### src/rtl/dmm_pkg.sv
// constants, types and state record of the diagnostic monitor
package dmm_pkg;

  // clock and conversion timing
  localparam int CLK_PERIOD_NS     = 5;
  localparam int CONV_INTERVAL_US  = 100;
  localparam int CONV_CYCLES       = CONV_INTERVAL_US * 1000 / CLK_PERIOD_NS;
  localparam int NUM_CH            = 5;
  localparam int SLOT_CNT_W        = 24;

  // measured channels in sampling order
  typedef enum logic [2:0] {
    CH_TEMP = 3'h0,
    CH_AUX  = 3'h1,
    CH_TXMON = 3'h2,
    CH_BIAS = 3'h3,
    CH_RX   = 3'h4
  } dmm_ch_type;

  // auxiliary source codes
  localparam logic [2:0] AUX_SUPPLY_INPUT   = 3'h0;
  localparam logic [2:0] AUX_ANALOG_SUPPLY  = 3'h1;
  localparam logic [2:0] AUX_BIAS_NODE      = 3'h2;
  localparam logic [2:0] AUX_MOD_NODE       = 3'h3;
  localparam logic [2:0] AUX_POWER_LOOP_DAC = 3'h4;
  localparam logic [2:0] AUX_MOD_DAC        = 3'h5;
  localparam logic [2:0] AUX_FAULT_DAC      = 3'h6;

  // sequencer states
  typedef enum logic [1:0] {
    SEQ_IDLE = 2'h0,
    SEQ_WAIT = 2'h1
  } dmm_seq_type;

  // diagnostic page offsets
  localparam logic [7:0] OFS_TEMP_HI  = 8'h60;
  localparam logic [7:0] OFS_TEMP_LO  = 8'h61;
  localparam logic [7:0] OFS_AUX      = 8'h62;
  localparam logic [7:0] OFS_BIAS     = 8'h64;
  localparam logic [7:0] OFS_TXMON    = 8'h66;
  localparam logic [7:0] OFS_RX_HI    = 8'h68;
  localparam logic [7:0] OFS_RX_LO    = 8'h69;
  localparam logic [7:0] OFS_ALM_FLAG_LO = 8'h70;
  localparam logic [7:0] OFS_ALM_FLAG_HI = 8'h71;
  localparam logic [7:0] OFS_WRN_FLAG_LO = 8'h74;
  localparam logic [7:0] OFS_WRN_FLAG_HI = 8'h75;
  localparam logic [7:0] OFS_ALARM_MASK_LOW    = 8'hF8;
  localparam logic [7:0] OFS_ALARM_MASK_HIGH   = 8'hF9;
  localparam logic [7:0] OFS_WARNING_MASK_LOW  = 8'hFA;
  localparam logic [7:0] OFS_WARNING_MASK_HIGH = 8'hFB;

  // configuration page offsets
  localparam logic [7:0] OFS_OEM_CONFIG_ZERO = 8'h00;
  localparam logic [7:0] OFS_LUT_BASE        = 8'h60;
  localparam logic [7:0] OFS_LUT_LAST        = 8'h86;

  // configuration field positions
  localparam int CFG_AUX_LSB        = 0;
  localparam int CFG_GAIN_BIT       = 3;
  localparam int CFG_REF_BIT        = 4;
  localparam int CFG_FINE_BIT       = 5;
  localparam int CFG_ALM_TRANSP_BIT = 6;
  localparam int CFG_WRN_TRANSP_BIT = 7;

  // reset values and the used bits of the high mask bytes
  localparam logic [7:0] MASK_LOW_RST  = 8'h00;
  localparam logic [7:0] MASK_HIGH_RST = 8'h40;
  localparam logic [7:0] MASK_HIGH_USED = 8'hC0;
  localparam logic [7:0] CFG_RST       = 8'h00;

  // temperature table
  localparam int         LUT_DEPTH      = 39;
  localparam logic [5:0] LUT_LAST_IDX   = 6'h26;
  localparam int         TEMP_LOW_DEG   = -45;
  localparam int         TEMP_HIGH_DEG  = 104;
  localparam int         TEMP_BIN_BASE  = 44;

  // four flag bytes: alarm low/high, warning low/high
  typedef logic [3:0][7:0] dmm_bytes_type;

  // register request from the management port
  typedef struct packed {
    logic       page;
    logic [7:0] addr;
    logic [7:0] wdata;
    logic       wr;
    logic       rd;
  } dmm_regreq_type;

  // whole state of the monitor
  typedef struct packed {
    dmm_seq_type              seq;
    logic [2:0]               ch;
    logic [SLOT_CNT_W-1:0]    slot_cnt;
    logic                     adc_start;
    logic [2:0]               adc_ch;
    logic [2:0]               aux_sel;
    logic                     gain;
    logic                     ref_sel;
    logic [7:0]               cfg;
    dmm_bytes_type            mask;
    dmm_bytes_type            flg;
    logic [11:0]              res_temp;
    logic [7:0]               res_aux;
    logic [7:0]               res_tx;
    logic [7:0]               res_bias;
    logic [11:0]              res_rx;
    logic [5:0]               lut_index;
    logic [2:0]               txd_sync;
    logic                     txd_level;
    logic [7:0]               rdata;
    logic                     int_out;
    logic [LUT_DEPTH-1:0][7:0] lut;
  } dmm_state_type;

endpackage

### src/rtl/dmm_temp_bin.sv
// temperature to compensation table entry index
`timescale 1ns/10ps
module dmm_temp_bin
  import dmm_pkg::*;
(
  input  wire logic signed [11:0] temp_half,
  output logic [5:0]              index
);

  logic signed [10:0] deg;
  logic [10:0]        ofs;

  // whole degrees, then clamp and four degree bins
  always_comb begin
    deg = temp_half[11:1];
    ofs = 11'(deg + 11'(TEMP_BIN_BASE));
    if (deg <= 11'(TEMP_LOW_DEG)) begin
      index = 6'h00;
    end else if (deg >= 11'(TEMP_HIGH_DEG)) begin
      index = LUT_LAST_IDX;
    end else begin
      index = 6'(ofs[7:2] + 6'h01);
    end
  end

endmodule

### src/rtl/dmm_diag_monitor.sv
// diagnostic monitor: channel sequencer, temperature table, masked alarm flags
`timescale 1ns/10ps
module dmm_diag_monitor
  import dmm_pkg::*;
#(
  parameter int CONV_CYCLES_P = CONV_CYCLES
) (
  input  wire logic           clk,
  input  wire logic           rstn,
  input  wire dmm_regreq_type reg_req,
  output logic [7:0]          reg_rdata,
  input  wire logic           adc_done,
  input  wire logic [11:0]    adc_data,
  output logic                adc_start,
  output logic [2:0]          adc_channel,
  output logic [2:0]          aux_source_select,
  output logic                monitor_gain,
  output logic                monitor_reference_select,
  input  wire logic           oem_mode,
  input  wire logic           transmit_disable,
  input  wire dmm_bytes_type  cond,
  output logic                int_out,
  output logic [5:0]          lut_index,
  output logic [11:0]         temperature
);

  localparam int SLOT_CYCLES = CONV_CYCLES_P / NUM_CH;
  localparam logic [SLOT_CNT_W-1:0] SLOT_MAX = SLOT_CNT_W'(SLOT_CYCLES - 1);

  dmm_state_type      st_ff;
  dmm_state_type      nxt_st;
  logic [5:0]         idx_sensed;
  logic [5:0]         idx_comp;
  logic signed [11:0] temp_comp;
  logic [7:0]         lut_ofs;
  logic               txd_toggle;

  // chip to case correction in half degrees
  assign temp_comp = $signed(adc_data) - 12'($signed(st_ff.lut[idx_sensed]));
  assign lut_ofs   = reg_req.addr - OFS_LUT_BASE;

  // bin of the sensed value selects the correction
  dmm_temp_bin u_bin_sensed (
    .temp_half (adc_data),
    .index     (idx_sensed)
  );

  // bin of the corrected value drives the parameter tables
  dmm_temp_bin u_bin_comp (
    .temp_half (temp_comp),
    .index     (idx_comp)
  );

  // next state of the whole monitor
  always_comb begin
    nxt_st = st_ff;
    nxt_st.adc_start = 1'b0;
    txd_toggle = 1'b0;
    // transmit disable synchroniser, toggle once stages two and three agree
    nxt_st.txd_sync = {st_ff.txd_sync[1:0], transmit_disable};
    if ((st_ff.txd_sync[1] == st_ff.txd_sync[2]) &&
        (st_ff.txd_sync[2] != st_ff.txd_level)) begin
      txd_toggle = 1'b1;
      nxt_st.txd_level = st_ff.txd_sync[2];
    end
    // slot divider, five slots per conversion interval
    if (st_ff.slot_cnt == SLOT_MAX) begin
      nxt_st.slot_cnt = '0;
    end else begin
      nxt_st.slot_cnt = st_ff.slot_cnt + 1'b1;
    end
    // channel sequencer
    case (st_ff.seq)
      SEQ_IDLE: begin
        if (st_ff.slot_cnt == SLOT_MAX) begin
          nxt_st.adc_start = 1'b1;
          nxt_st.adc_ch    = st_ff.ch;
          nxt_st.aux_sel   = oem_mode ? st_ff.cfg[CFG_AUX_LSB+:3] : AUX_SUPPLY_INPUT;
          nxt_st.gain      = st_ff.cfg[CFG_GAIN_BIT];
          nxt_st.ref_sel   = st_ff.cfg[CFG_REF_BIT];
          nxt_st.seq       = SEQ_WAIT;
        end
      end
      SEQ_WAIT: begin
        if (adc_done) begin
          case (st_ff.ch)
            CH_TEMP: begin
              nxt_st.res_temp  = st_ff.cfg[CFG_FINE_BIT] ? temp_comp
                                                         : {temp_comp[11:1], 1'b0};
              nxt_st.lut_index = idx_comp;
            end
            CH_AUX:   nxt_st.res_aux  = adc_data[7:0];
            CH_TXMON: nxt_st.res_tx   = adc_data[7:0];
            CH_BIAS:  nxt_st.res_bias = adc_data[7:0];
            default:  nxt_st.res_rx   = adc_data;
          endcase
          nxt_st.ch  = (st_ff.ch == CH_RX) ? CH_TEMP : 3'(st_ff.ch + 3'h1);
          nxt_st.seq = SEQ_IDLE;
        end
      end
      default: nxt_st.seq = SEQ_IDLE;
    endcase
    // register writes
    if (reg_req.wr) begin
      if (!reg_req.page) begin
        case (reg_req.addr)
          OFS_ALARM_MASK_LOW:    nxt_st.mask[0] = reg_req.wdata;
          OFS_ALARM_MASK_HIGH:   nxt_st.mask[1] = reg_req.wdata & MASK_HIGH_USED;
          OFS_WARNING_MASK_LOW:  nxt_st.mask[2] = reg_req.wdata;
          OFS_WARNING_MASK_HIGH: nxt_st.mask[3] = reg_req.wdata & MASK_HIGH_USED;
          default: ;
        endcase
      end else if (reg_req.addr == OFS_OEM_CONFIG_ZERO) begin
        nxt_st.cfg = reg_req.wdata;
      end else if (reg_req.addr >= OFS_LUT_BASE && reg_req.addr <= OFS_LUT_LAST) begin
        nxt_st.lut[lut_ofs[5:0]] = reg_req.wdata;
      end
    end
    // flags: clear by read or transmit disable toggle, a new event wins
    for (int i = 0; i < 4; i++) begin
      logic       clr;
      logic       transp;
      logic [7:0] used;
      clr    = 1'b0;
      transp = (i < 2) ? st_ff.cfg[CFG_ALM_TRANSP_BIT] : st_ff.cfg[CFG_WRN_TRANSP_BIT];
      used   = i[0] ? MASK_HIGH_USED : 8'hFF;
      if (reg_req.rd && !reg_req.page) begin
        clr = (i == 0 && reg_req.addr == OFS_ALM_FLAG_LO) ||
              (i == 1 && reg_req.addr == OFS_ALM_FLAG_HI) ||
              (i == 2 && reg_req.addr == OFS_WRN_FLAG_LO) ||
              (i == 3 && reg_req.addr == OFS_WRN_FLAG_HI);
      end
      if (transp) begin
        nxt_st.flg[i] = cond[i] & used;
      end else begin
        nxt_st.flg[i] = ((clr || txd_toggle) ? 8'h00 : st_ff.flg[i]) | (cond[i] & used);
      end
    end
    // interrupt from unmasked flags
    nxt_st.int_out = |(nxt_st.flg & ~nxt_st.mask);
    // read data
    if (reg_req.rd) begin
      nxt_st.rdata = 8'h00;
      if (!reg_req.page) begin
        case (reg_req.addr)
          OFS_TEMP_HI:           nxt_st.rdata = st_ff.res_temp[11:4];
          OFS_TEMP_LO:           nxt_st.rdata = {st_ff.res_temp[3:0], 4'h0};
          OFS_AUX:               nxt_st.rdata = st_ff.res_aux;
          OFS_BIAS:              nxt_st.rdata = st_ff.res_bias;
          OFS_TXMON:             nxt_st.rdata = st_ff.res_tx;
          OFS_RX_HI:             nxt_st.rdata = st_ff.res_rx[11:4];
          OFS_RX_LO:             nxt_st.rdata = {st_ff.res_rx[3:0], 4'h0};
          OFS_ALM_FLAG_LO:       nxt_st.rdata = st_ff.flg[0];
          OFS_ALM_FLAG_HI:       nxt_st.rdata = st_ff.flg[1];
          OFS_WRN_FLAG_LO:       nxt_st.rdata = st_ff.flg[2];
          OFS_WRN_FLAG_HI:       nxt_st.rdata = st_ff.flg[3];
          OFS_ALARM_MASK_LOW:    nxt_st.rdata = st_ff.mask[0];
          OFS_ALARM_MASK_HIGH:   nxt_st.rdata = st_ff.mask[1];
          OFS_WARNING_MASK_LOW:  nxt_st.rdata = st_ff.mask[2];
          OFS_WARNING_MASK_HIGH: nxt_st.rdata = st_ff.mask[3];
          default: ;
        endcase
      end else if (reg_req.addr == OFS_OEM_CONFIG_ZERO) begin
        nxt_st.rdata = st_ff.cfg;
      end else if (reg_req.addr >= OFS_LUT_BASE && reg_req.addr <= OFS_LUT_LAST) begin
        nxt_st.rdata = st_ff.lut[lut_ofs[5:0]];
      end
    end
  end

  // state register with synchronous reset
  always_ff @(posedge clk) begin
    if (!rstn) begin
      st_ff         <= '0;
      st_ff.seq     <= SEQ_IDLE;
      st_ff.cfg     <= CFG_RST;
      st_ff.mask[0] <= MASK_LOW_RST;
      st_ff.mask[1] <= MASK_HIGH_RST;
      st_ff.mask[2] <= MASK_LOW_RST;
      st_ff.mask[3] <= MASK_HIGH_RST;
    end else begin
      st_ff <= nxt_st;
    end
  end

  // outputs straight from the state register
  assign reg_rdata                = st_ff.rdata;
  assign adc_start                = st_ff.adc_start;
  assign adc_channel              = st_ff.adc_ch;
  assign aux_source_select        = st_ff.aux_sel;
  assign monitor_gain             = st_ff.gain;
  assign monitor_reference_select = st_ff.ref_sel;
  assign int_out                  = st_ff.int_out;
  assign lut_index                = st_ff.lut_index;
  assign temperature              = st_ff.res_temp;

  // masks come out of reset at their defaults
  property p_mask_reset;
    @(posedge clk) !rstn |=> (st_ff.mask == {MASK_HIGH_RST, MASK_LOW_RST,
                                            MASK_HIGH_RST, MASK_LOW_RST});
  endproperty
  a_mask_reset: assert property (p_mask_reset) else $error("mask reset value wrong");

  // interrupt agrees with unmasked flags in the same cycle
  property p_int_or;
    @(posedge clk) disable iff (!rstn) $past(rstn) |-> (int_out == |(st_ff.flg & ~st_ff.mask));
  endproperty
  a_int_or: assert property (p_int_or) else $error("interrupt not OR of unmasked flags");

  // an unmasked condition raises the interrupt next cycle
  property p_unmasked_sets;
    @(posedge clk) disable iff (!rstn)
      (|(cond & ~st_ff.mask & {MASK_HIGH_USED, 8'hFF, MASK_HIGH_USED, 8'hFF}) && !reg_req.wr)
      |=> int_out;
  endproperty
  a_unmasked_sets: assert property (p_unmasked_sets) else $error("unmasked event lost");

  // after the received power result the sequence wraps to temperature
  property p_next_channel;
    @(posedge clk) disable iff (!rstn)
      (st_ff.seq == SEQ_WAIT && adc_done && st_ff.ch == CH_RX) |=>
      (st_ff.ch == CH_TEMP && st_ff.seq == SEQ_IDLE);
  endproperty
  a_next_channel: assert property (p_next_channel) else $error("channel order broken");

  // outside OEM mode the aux slot samples the supply input
  property p_aux_default;
    @(posedge clk) disable iff (!rstn) (st_ff.seq == SEQ_IDLE && st_ff.slot_cnt == SLOT_MAX
      && st_ff.ch == CH_AUX && !oem_mode) |=> (adc_start && aux_source_select == AUX_SUPPLY_INPUT);
  endproperty
  a_aux_default: assert property (p_aux_default) else $error("aux source not supply input");

  // latched flags hold without clear
  property p_flag_hold;
    @(posedge clk) disable iff (!rstn) (!st_ff.cfg[CFG_ALM_TRANSP_BIT] && !reg_req.rd && !txd_toggle)
      |=> ((st_ff.flg[0] & $past(st_ff.flg[0])) == $past(st_ff.flg[0]));
  endproperty
  a_flag_hold: assert property (p_flag_hold) else $error("latched alarm flag dropped");

  // a read of the alarm flag byte clears it when idle
  property p_read_clear;
    @(posedge clk) disable iff (!rstn) (reg_req.rd && !reg_req.page && reg_req.addr == OFS_ALM_FLAG_LO
      && cond[0] == 8'h00) |=> (st_ff.flg[0] == 8'h00);
  endproperty
  a_read_clear: assert property (p_read_clear) else $error("flag read did not clear");

  // table index stays within 39 entries
  property p_index_range;
    @(posedge clk) disable iff (!rstn) lut_index <= LUT_LAST_IDX;
  endproperty
  a_index_range: assert property (p_index_range) else $error("table index out of range");

  // reserved mask bits never stick
  property p_mask_reserved;
    @(posedge clk) disable iff (!rstn) ##1 (st_ff.mask[1][5:0] == 6'h00 && st_ff.mask[3][5:0] == 6'h00);
  endproperty
  a_mask_reserved: assert property (p_mask_reserved) else $error("reserved mask bit set");

  // oem mode copies the configured source at each start
  property p_oem_source;
    @(posedge clk) disable iff (!rstn)
      (st_ff.seq == SEQ_IDLE && st_ff.slot_cnt == SLOT_MAX && oem_mode && !reg_req.wr)
      |=> (aux_source_select == st_ff.cfg[CFG_AUX_LSB+:3]);
  endproperty
  a_oem_source: assert property (p_oem_source) else $error("aux not from config");

  // gain and reference follow the configuration at each start
  property p_monitor_bits;
    @(posedge clk) disable iff (!rstn)
      (st_ff.seq == SEQ_IDLE && st_ff.slot_cnt == SLOT_MAX && !reg_req.wr)
      |=> (monitor_gain == st_ff.cfg[CFG_GAIN_BIT]
           && monitor_reference_select == st_ff.cfg[CFG_REF_BIT]);
  endproperty
  a_monitor_bits: assert property (p_monitor_bits) else $error("gain or ref lost");

  // received power keeps all twelve bits
  property p_rx_result;
    @(posedge clk) disable iff (!rstn)
      (st_ff.seq == SEQ_WAIT && adc_done && st_ff.ch == CH_RX) |=>
      (st_ff.res_rx == $past(adc_data));
  endproperty
  a_rx_result: assert property (p_rx_result) else $error("rx result cut");

  // nothing unmasked pending keeps the interrupt low
  property p_masked_quiet;
    @(posedge clk) disable iff (!rstn)
      (!(|(st_ff.flg & ~st_ff.mask)) && !(|(cond & ~st_ff.mask)) && !reg_req.wr)
      |=> !int_out;
  endproperty
  a_masked_quiet: assert property (p_masked_quiet) else $error("masked int raised");

  // a settled transmit disable change clears all idle flags
  property p_txd_clear;
    @(posedge clk) disable iff (!rstn) (txd_toggle && cond == '0) |=> (st_ff.flg == '0);
  endproperty
  a_txd_clear: assert property (p_txd_clear) else $error("toggle kept a flag");

endmodule

### config.mk
export PLATFORM = sky130hd
export DESIGN_NAME = dmm_diag_monitor
export DESIGN_NICKNAME = d
export VERILOG_FILES = /design/src/rtl/dmm_pkg.sv /design/src/rtl/dmm_temp_bin.sv /design/src/rtl/dmm_diag_monitor.sv
export SDC_FILE = /design/constraint.sdc
export NUM_CORES = 1
export LEC_CHECK = 0
export BUFFER_PORTS_ARGS = -buffer_cell sky130_fd_sc_hd__buf_2
export CAP_MARGIN = 20
export CORE_MARGIN = 2
export CORE_UTILIZATION = 50
export DETAILED_ROUTE_END_ITERATION = 10
export PLACE_DENSITY = 0.64
export SYNTH_ARGS = -nofsm -noshare
export SYNTH_HDL_FRONTEND = slang
export SYNTH_SLANG_ARGS = --single-unit
export TNS_END_PERCENT = 20
### constraint.sdc
create_clock -name clk -period 9.5 [get_ports clk]
set_clock_uncertainty 0.1 [all_clocks]
set_input_delay 0 -clock clk [delete_from_list [all_inputs] [get_ports clk]]
set_output_delay 0 -clock clk [all_outputs]
set_load 0.1 [all_outputs]
* After elaboration in Yosys (flattened, before gate mapping)
Index checks and enable logic that the tools add are counted.
** Cells by class
- $add $sub $neg :: 8
- Muxes and demuxes :: 41
- Order comparisons :: 9
- Eq/ne operators :: 25
- Bitwise logic cells :: 9
- Reductions and logical operators :: 26
** Operators by type and width (number)
- bitwise mux 312 bit :: 1
- two-way mux 8 bit :: 18
- one-hot mux 8 bit (15 select lines) :: 1
- binary-select mux 8 bit (select 6 bit) :: 2
- == test 8 x 7 -> 1 bit, second input constant :: 11
- two-way mux 32 bit :: 2
- demux 8 bit (select 6 bit) :: 1
- bitwise AND 32 bit :: 1
- == test 8 bit, second input constant :: 4
- NOT 32 bit :: 1
- OR 8 bit :: 4
- OR reduction 32 bit :: 1
- adder 24 x 1 -> 24 bit, second input constant :: 1
- == test 24 x 12 -> 1 bit, second input constant :: 1
- two-way mux 6 bit :: 4
- greater-or-equal comparator 11 x 8 -> 1 bit, second input constant :: 2
- less-or-equal comparator 11 x 7 -> 1 bit, second input constant :: 2
- AND reduction 3 bit :: 6
- adder 8 x 7 -> 8 bit, second input constant :: 2
- less-than comparator 6 x 7 -> 1 bit, second input constant :: 2
- adder 6 x 1 -> 6 bit, second input constant :: 2
- subtractor 12 x 8 -> 12 bit :: 1
- two-way mux 9 bit :: 1
- greater-or-equal comparator 8 x 7 -> 1 bit, second input constant :: 1
- 27 further kinds :: 46
** Word-level totals
- Bits in registers :: 489
- Output and inout port bits :: 36
- Word-level logic and storage cells :: 184
- Bits of input ports :: 68

* Depth between registers and ports, before layout
Gate-level depths: netlist of the first run.
- Depth in word-level cells :: 11
- Mapped depth :: 32

* Modules after synthesis
Synthesis of the first run repeated with hierarchy kept, for this count alone.
** Second synthesis, totals
- Cells, all modules :: 2686
- Area, all modules :: 25463.2 µm²
** By module, submodules not included
- dmm_diag_monitor :: cells an instance 2602, area each 24867.6 µm², sequential area each 9769.4 µm², instances 1
- dmm_temp_bin :: cells an instance 42, area each 297.8 µm², sequential area each 0.0 µm², instances 2

* Worst setup path after synthesis of the first run
Ideal clock, no wire load.
- Path kind :: input to register
- Start point :: input port adc_data[3]
- End point :: register st_ff, in the netlist lut_index[0]
- Data required time :: 9313 ps
- Setup slack :: 3787 ps
- Arrival :: 5526 ps
- Library setup time :: 87 ps
- Stages on the path :: 32
- Cells stage by stage :: clkbuf_1 > inv_1 > ha_1 > or3b_1 > a41o_1 > a31o_2 > nand2_1 > buf_4 > buf_2 > clkbuf_1 > a221oi_1 > a311oi_1 > nor3_1 > o21ai_0 > nand3_1 > o31ai_1 > ha_1 > inv_1 > fa_1 > a21o_1 > a21oi_1 > o21bai_1 > a21oi_1 > xnor2_1 > clkinv_1 > ha_1 > nand2_1 > o31ai_1 > a21oi_1 > and3_1 > mux2i_1 > o31ai_1
** Between the ends
- Elaborated cells between the ends (all ways) :: 15
- Those cells by class :: 5 x add/sub; 4 x order compare; 6 x mux
** RTL lines
- from (decl) :: RTL line dmm_diag_monitor.sv:13 : input wire logic [11:0] adc_data,
- adder 8 x 7 -> 8 bit :: RTL line dmm_temp_bin.sv:16 : ofs = 11'(deg + 11'(TEMP_BIN_BASE));
- adder 6 x 1 -> 6 bit :: RTL line dmm_temp_bin.sv:22 : index = 6'(ofs[7:2] + 6'h01);
- two-way mux 6 bit :: RTL line dmm_temp_bin.sv:19 : end else if (deg >= 11'(TEMP_HIGH_DEG)) begin
- two-way mux 6 bit :: RTL line dmm_temp_bin.sv:17 : if (deg <= 11'(TEMP_LOW_DEG)) begin
- binary-select mux 8 bit (select 6 bit) :: RTL line dmm_diag_monitor.sv:39 : assign temp_comp = $signed(adc_data) - 12'($signed(st_ff.lut[idx_sensed]));
- two-way mux 8 bit (not written as such) :: RTL line dmm_diag_monitor.sv:39
- subtractor 12 x 8 -> 12 bit * :: RTL line dmm_diag_monitor.sv:39
- net temp_comp[6] :: RTL line dmm_diag_monitor.sv:34 : logic signed [11:0] temp_comp;
- greater-or-equal comparator 11 x 8 -> 1 bit :: RTL line dmm_temp_bin.sv:19
- two-way mux 6 bit :: RTL line dmm_temp_bin.sv:19
- two-way mux 6 bit * :: RTL line dmm_temp_bin.sv:17
- to (signal assigned) :: RTL line dmm_diag_monitor.sv:182 : st_ff <= nxt_st;
- to (decl) :: RTL line dmm_diag_monitor.sv:30 : dmm_state_type st_ff;
Mark *: on every way through the listed nets, which the timed path passes. The rest lies on a longest branch. The select of a mux whose other input is x is not followed.
A chain may end at the register's enable or synchronous reset.

* Worst setup path after layout of the first run
Same ends and word-level chain as after synthesis.

==> impl_metrics.csv, run 1 <==
group,metric,value,unit
worst_setup_path,crit_slowest_cell,"nand2_4",
flow_run,maxCapViolCount,0,
timing,relSlewSlack,0.2158,
yosys,synth_top_area_frac,0.3719,
power,cellPowerDensity,159.0,nW/um^2
detailed_routing,drt-initial-drc-count,2915,
final_layout,drive_gt1_frac,0.1302,
yosys,ys_types,85,
detailed_routing,drt-wirelength-per-cell,24.61,um
power,swShare,0.2657,
final_layout,fillCellCount,4527,
power,p_int,3.416,mW
yosys,ys_seq_area_frac,0.3719,
outcome,status,"completed",
detailed_routing,viasPerCell,6.437,
yosys,synth_area_leaders,"dfxtp_1 (37%), mux4_2 (9.9%), mux2i_1 (8.8%), nor2b_1 (5.9%), a21boi_0 (5.3%)",
timing,period_share,0.7839,
power,p_comb_frac,0.120,
worst_setup_path,arrival,7.87,ns
power,clkPwrFrac,0.437,
worst_setup_path,reg2reg_to,"lut_index[0]",
timing,rsz0062_at_grt,"false",
min_path,min_path_type,"primary input to register",
worst_setup_path,setup.worst_path.class,"primary input to register",
worst_setup_path,worst_ep_required_time,9.92,ns
worst_setup_path,worst_path_largest_cell_delay,0.62,ns
timing,fmax,134.3,MHz
min_path,min-delay-start,"reg_req[18]",
cts,post_cts_buffers,0,
yosys,ys_async_sr_fraction,0,
cts,cts_tree,"yes",
yosys,syn_area,26270,um^2
timing,finalSetupViolCount,0,
grt,grt_max_degree,150,
final_layout,fin_util,0.5602,
grt,overflow,0,
worst_setup_path,endpoint_kind,"register",
cts,clockBufferDepth,3,
final_layout,area_growth,11.40,%
min_path,holdPathEnd,"reg_rdata[2]",
worst_setup_path,cp-start-kind,"primary input",
worst_setup_path,crit_buf_inv,5,
power,p_leak,10.44,nW
timing,hold_viol_final,0,
power,seq_power_share,0.444,
min_path,whs_path_depth,4,
timing,fin_tns_setup,0,ns
detailed_routing,drtAntennaViolNets,0,
detailed_routing,drt_first_pass_iters,6,
detailed_routing,drc,0,
die,dieArea,54380,um^2
cts,clock_sinks,488,
die,dieWidth,233.2,um
place,dp_hpwl,56200,um
cts,htreeDepth,2,
yosys,postSynthCellCount,2847,
die,initial_core_util,0.5029,
yosys,syn_nets,2940,
grt,antenna_found_initial,0,
detailed_routing,routed_wirelength,87900,um
grt,first_global_vias,21730,
die,pin_count,104,
worst_setup_path,r2r_slack,4.48,ns
final_layout,regArea,9769,um^2
yosys,yosys_warnings,0,
final_layout,fin_nets,2935,
cts,root_buffer,"clkbuf_16",
worst_setup_path,reg2reg_depth,18,
power,netSwitchingPower,1.236,mW
yosys,synth_edf_count,0,
detailed_routing,num_vias,22990,
timing,worst_pin_slew,1.172,ns
timing,fin_crit,7.447,ns
yosys,synth.cells.most_frequent,"dfxtp_1 (488), nand2_1 (337), nor2b_1 (247)",
place,io_buffer_count,91,
worst_setup_path,rr_startpoint,"st_ff[162]",
power,ir_drop,117.9,uV
yosys,synth_top_cell_by_area,"dfxtp_1",
grt,grt_util_all_layers,0.3175,
die,fp.coreArea,52240,um^2
yosys,yosysMostFrequentCell,"dfxtp_1",
die,die_h,233.2,um
cts,clkLatencyLatePin,0.61,ns
final_layout,multi_input_area,15260,um^2
grt,grt_pass1_wl,132600,um
cts,clk_pin_slew,0.06,ns
yosys,yosys_most_used_dff,"dfxtp_1",
die,rows,84,
place,place.gp.congestion,0.9581,
yosys,syn_area_per_cell,9.226,um^2
yosys,synth_seq_cells,488,
cts,cts_made_buffers,54,
worst_setup_path,path_max_fanout,50,
worst_setup_path,cpLargestDelayFamily,"compound AO/OA/AOI/OAI gates",
timing,finalMaxSlewViolations,0,
==> registers in the layout (all words and copies together) (netlist names) <==
register                  flops
aux_source_select             3
monitor_gain                  1
adc_channel                   3
monitor_reference_select      1
st_ff                       450
int_out                       1
nxt_st                        2
reg_rdata                     8
adc_start                     1
lut_index                     6
temperature                  12
==> final cells by class <==
cell class              instances  area share
multi-input cells            2057      0.5215
well taps                     688     0.02942
flip-flops and latches        488      0.3339
inverters                      28    0.003592
clock buffers                  83     0.05439
diodes                          3   0.0002566
repair buffers                213     0.05388
clock inverters                11    0.003079
==> per-layer routing <==
layer | vias to the layer above | GRT usage | part of all wire
met4 | 0 | 0.1236 | 0.039
li1 | 10290 | - | -
met2 | 1079 | 0.4962 | 0.45
met3 | 218 | 0.05676 | 0.086
met5 | - | 0 | 0
met1 | 11400 | 0.4357 | 0.42
==> power groups by stage <==
| stage | Clock [mW] | Sequential [mW] | Combinational [mW] |
|---|---|---|---|
| floorplan | 0 | 2.11 | 0.357 |
| global placement | 0 | 2.11 | 0.509 |
| detailed placement | 0 | 2.11 | 0.518 |
| CTS | 2.05 | 2.06 | 0.542 |
| global route | 2.13 | 2.06 | 0.589 |
| finish | 2.03 | 2.06 | 0.556 |
==> cell families (layout without fill, tap and decap cells) <==
kind of cell	count (synthesis)	in the layout	synth area share
simple gates	1010	1010	0.1923
compound gates	640	640	0.1747
flops	488	488	0.3719
mux	346	346	0.1871
buf+inv	302	335	0.04945
xor+xnor	36	36	0.01229
fa+ha+maj	25	25	0.01219
other cells	0	3	0
==> what timing repair did <==
item / in CTS / in global routing
gates resized for setup: 0 / 0
hold buffers: 69 / 0
endpoints found under the hold margin: 328 / 0
==> metrics by stage <==
step | setup WS (ns) | hold WS, ns | area [um^2] | cells | power, mW
CTS | 2.200 | 0.001882 | 29240 | 3566 | 4.658
finish | 2.053 | 0.04641 | 29260 | 3571 | 4.652
global route | 1.602 | 0.07125 | 29250 | 3568 | 4.785
global placement | 2.271 | 0.1077 | 26850 | 3402 | 2.618
detailed placement | 2.176 | 0.1136 | 26870 | 3403 | 2.627
floorplan | 3.787 | 0.02729 | 26270 | 2847 | 2.464
==> how the worst max path moves through the flow <==
stage          slack (ns)         from  depth (start not counted)      endpoint
2_1_floorplan        3.79  adc_data[3]                         32  lut_index[0]
3_3_place_gp         2.27  adc_data[3]                         26  lut_index[0]
3_5_place_dp         2.18  adc_data[3]                         26  lut_index[0]
4_1_cts              2.20  adc_data[3]                         27  lut_index[0]
5_1_grt              1.60  adc_data[3]                         31  lut_index[0]
6_report             2.05  adc_data[3]                         27  lut_index[0]
==> worst min-delay path: cells and delay by family <==
kind / cells / cell delay, ns
AO/OA/AOI/OAI: 1 / 0.26
multiplexers: 1 / 0.10
AND/OR/NAND/NOR: 1 / 0.10
buffers and inverters: 1 / 0.26
==> cell usage in the layout (no fill, tap or decap), types with 14 or more instances in the layout <==
cell           count
a211oi_1          14
a21boi_0         187
a21oi_1           56
a221oi_1          62
a22oi_1           43
a311oi_1          14
and2_1            15
and3_1            35
buf_2             89
buf_4             51
clkbuf_1          17
clkbuf_16         55
dfxtp_1          488
dlygate4sd3_1     69
ha_1              24
inv_1             27
mux2i_1          230
mux4_2           116
nand2_1          334
nand2b_1          29
nand3_1          155
nand4_1           14
nor2_1            94
nor2b_1          247
nor3_1            38
o211ai_1          17
o21ai_0          117
xnor2_1           14
xor2_1            21
No activity file was read; power rests on OpenSTA's default activity.
==> run 2, diff against run 1 <==
- ABC_AREA: not set -> 1
- PLACE_DENSITY: 0.64 -> 0.66
- clock period: 9.5 -> 6.6 ns (I/O delays scaled with it)
==> run 2 against run 1 <==
Net effect:
- critical endpoint is now lut_index[5]
- synthesized cell count up 22%
- hold slack better by 0.012 ns
- sequential share of layout area up 1.6 points
- sequential cell count unchanged
- first-iteration DRC count up 13%
- sequential power up 44%
- largest cell class unchanged
==> impl_metrics.csv, run 2 <==
group,metric,value,unit
timing,period_share,0.9465,
timing,rsz0062_at_grt,"false",
final_layout,final_common_cell,"o21ai_0",
worst_setup_path,setup.worst_path.class,"primary input to register",
min_path,min_path_type,"primary input to register",
final_layout,final_area,27920,um^2
final_layout,fin_nets,3578,
worst_setup_path,endpoint_kind,"register",
timing,fin_tns_setup,0,ns
final_layout,largest_register_ffs,450,
final_layout,drive_gt1_frac,0.09178,
timing,relSlewSlack,0.1351,
detailed_routing,drt-initial-drc-count,3281,
place,io_buffer_count,91,
grt,grt_util_all_layers,0.3671,
final_layout,largest_register,"st_ff",
worst_setup_path,crit_slowest_cell,"dlygate4sd3_1",
die,fp.coreArea,48850,um^2
cts,clockBufferDepth,3,
worst_setup_path,crit_buf_inv,8,
flow_run,maxCapViolCount,0,
die,initial_core_util,0.5062,
cts,clkLatencyLatePin,0.64,ns
final_layout,final_cell_mix,"o21ai_0 (521), a21oi_1 (491), dfxtp_1 (488)",
die,pin_count,104,
yosys,synth_top_cell_by_area,"dfxtp_1",
detailed_routing,drt_first_pass_iters,8,
timing,finalMaxSlewViolations,0,
worst_setup_path,cp-start-kind,"primary input",
place,place.gp.congestion,0.9969,
yosys,synth.cells.most_frequent,"o21ai_0 (521), a21oi_1 (491), dfxtp_1 (488)",
die,dieWidth,226.4,um
detailed_routing,drtAntennaViolNets,0,
detailed_routing,routed_wirelength,96220,um
yosys,ys_async_sr_fraction,0,
power,ir_drop,209.8,uV
worst_setup_path,worst_path_largest_cell_delay,0.52,ns
yosys,yosys_most_used_dff,"dfxtp_1",
power,cellPowerDensity,268.1,nW/um^2
detailed_routing,drt-wirelength-per-cell,22.94,um
power,total_power,7.486,mW
worst_setup_path,cpLargestDelayFamily,"buffers and inverters",
timing,worst_pin_slew,1.281,ns
die,dieArea,51250,um^2
final_layout,area_growth,12.91,%
worst_setup_path,worst_ep_required_time,7.05,ns
yosys,syn_area_per_cell,7.095,um^2
place,dp_slack,0.5533,ns
worst_setup_path,arrival,6.69,ns
yosys,synth_edf_count,0,
grt,overflow,0,
yosys,synth_area_leaders,"dfxtp_1 (40%), o21ai_0 (11%), a21oi_1 (9.9%), nand2_1 (7.0%), inv_1 (4.8%)",
cts,root_buffer,"clkbuf_16",
timing,finalSetupViolCount,0,
grt,antenna_found_initial,0,
place,dp_hpwl,62500,um
cts,cts_tree,"yes",
grt,first_global_vias,24710,
detailed_routing,drc,0,
outcome,status,"completed",
detailed_routing,viasPerCell,6.254,
cts,cts_made_buffers,54,
yosys,syn_nets,3578,
cts,clock_sinks,488,
timing,fin_crit,6.247,ns
worst_setup_path,path_common_cell,"inv_1",
yosys,ys_types,73,
timing,fmax,160.1,MHz
power,p_leak,10.70,nW
grt,grt_max_degree,133,
yosys,syn_area,24730,um^2
worst_setup_path,path_max_fanout,23,
yosys,synth_seq_cells,488,
yosys,synth_top_area_frac,0.3951,
timing,hold_viol_final,0,
die,die_h,226.4,um
detailed_routing,num_vias,26240,
cts,htreeDepth,2,
yosys,postSynthCellCount,3485,
die,rows,81,
yosys,yosysMostFrequentCell,"o21ai_0",
cts,clk_pin_slew,0.07,ns
place,dpl_cell_area,25190,um^2
yosys,ys_seq_area_frac,0.3951,
timing,setup_slack,0.3533,ns
yosys,yosys_warnings,0,
grt,grt_pass1_wl,144700,um
## run 2: changes by cell type after synthesis, sizes merged, moves of 156 or more
| cell | delta |
|---|---|
| a21boi | -188 |
| a21oi | +434 |
| o21ai | +408 |
| nor2b | -247 |
| mux2i | -225 |
| nor2 | +156 |
| inv | +312 |
## run 2: layout make-up
cell class,instances,area [um^2]
Clock buffer,69,1498
Clock inverter,32,506.7
Antenna cell,1,2.502
Multi-Input combinational cell,2384,12400
Sequential cell,488,9769
Timing Repair Buffer,211,1602
Tap cell,664,830.8
Inverter,346,1311
Fill cell,4629,20930
## run 2: worst paths after layout
kind / slack, ns / endpoint / depth (start not counted) / startpoint
worst min-delay path: 0.06 / st_ff[112] / 6 / reg_req[11]
worst min register to register: 0.32 / nxt_st[324] / 2 / nxt_st[323]
worst max-delay path: 0.35 / lut_index[5] / 33 / adc_data[3]
worst max register to register: 2.04 / lut_index[5] / 22 / st_ff[64]
## run 2: cells by family (layout without fill, tap and decap cells)
family                     after synthesis  count (layout)  share of synthesized area
muxes                                    5               5                   0.002024
xor gates and xnor gates                20              20                   0.007692
other                                    0               1                          0
buffers and inverters                  613             658                     0.1039
adders and majority gates               25              25                    0.01295
DFF                                    488             488                     0.3951
and+or+nand+nor                        985             985                     0.1750
AOI/OAI and AO/OA                     1349            1349                     0.3033
## run 2: tightest hold or removal path, stage by stage
cell     delay [ns]
buf_2          0.15
nand2_1        0.14
nor2_1         0.10
inv_1          0.10
nor2_1         0.10
a21oi_1        0.14
## run 2: per-layer routing
layer  up-vias  routed length, um  GRT usage
met5         -                  0          0
met4         0               6329     0.2262
met3       394              10160    0.06790
met2      1690              42250     0.5775
met1     12090              37480     0.4667
li1      12070                  -          -
## run 2: where the power goes
part           switching [mW]  leakage, nW  internal (mW)  total (mW)
Clock                    1.34        0.972           2.08        3.42
Sequential            0.00865         3.94           2.96        2.97
Combinational           0.778         5.79          0.315        1.09
## run 2: repair_timing
action,in CTS,in global routing
hold buffers,60,0
setup buffers,0,0
endpoints found under the hold margin,241,0
resized for setup,0,0
setup endpoints to repair,0,0
## run 2: metrics by stage
step | hold slack [ns] | util | instances
after floorplan | -0.002369 | - | 3485
after global placement | 0.08253 | 0.5150 | 4019
after detailed placement | 0.09105 | 0.5157 | 4022
after CTS | 0.07367 | 0.5690 | 4183
after global routing | 0.08938 | 0.5715 | 4194
final | 0.05861 | 0.5715 | 4195
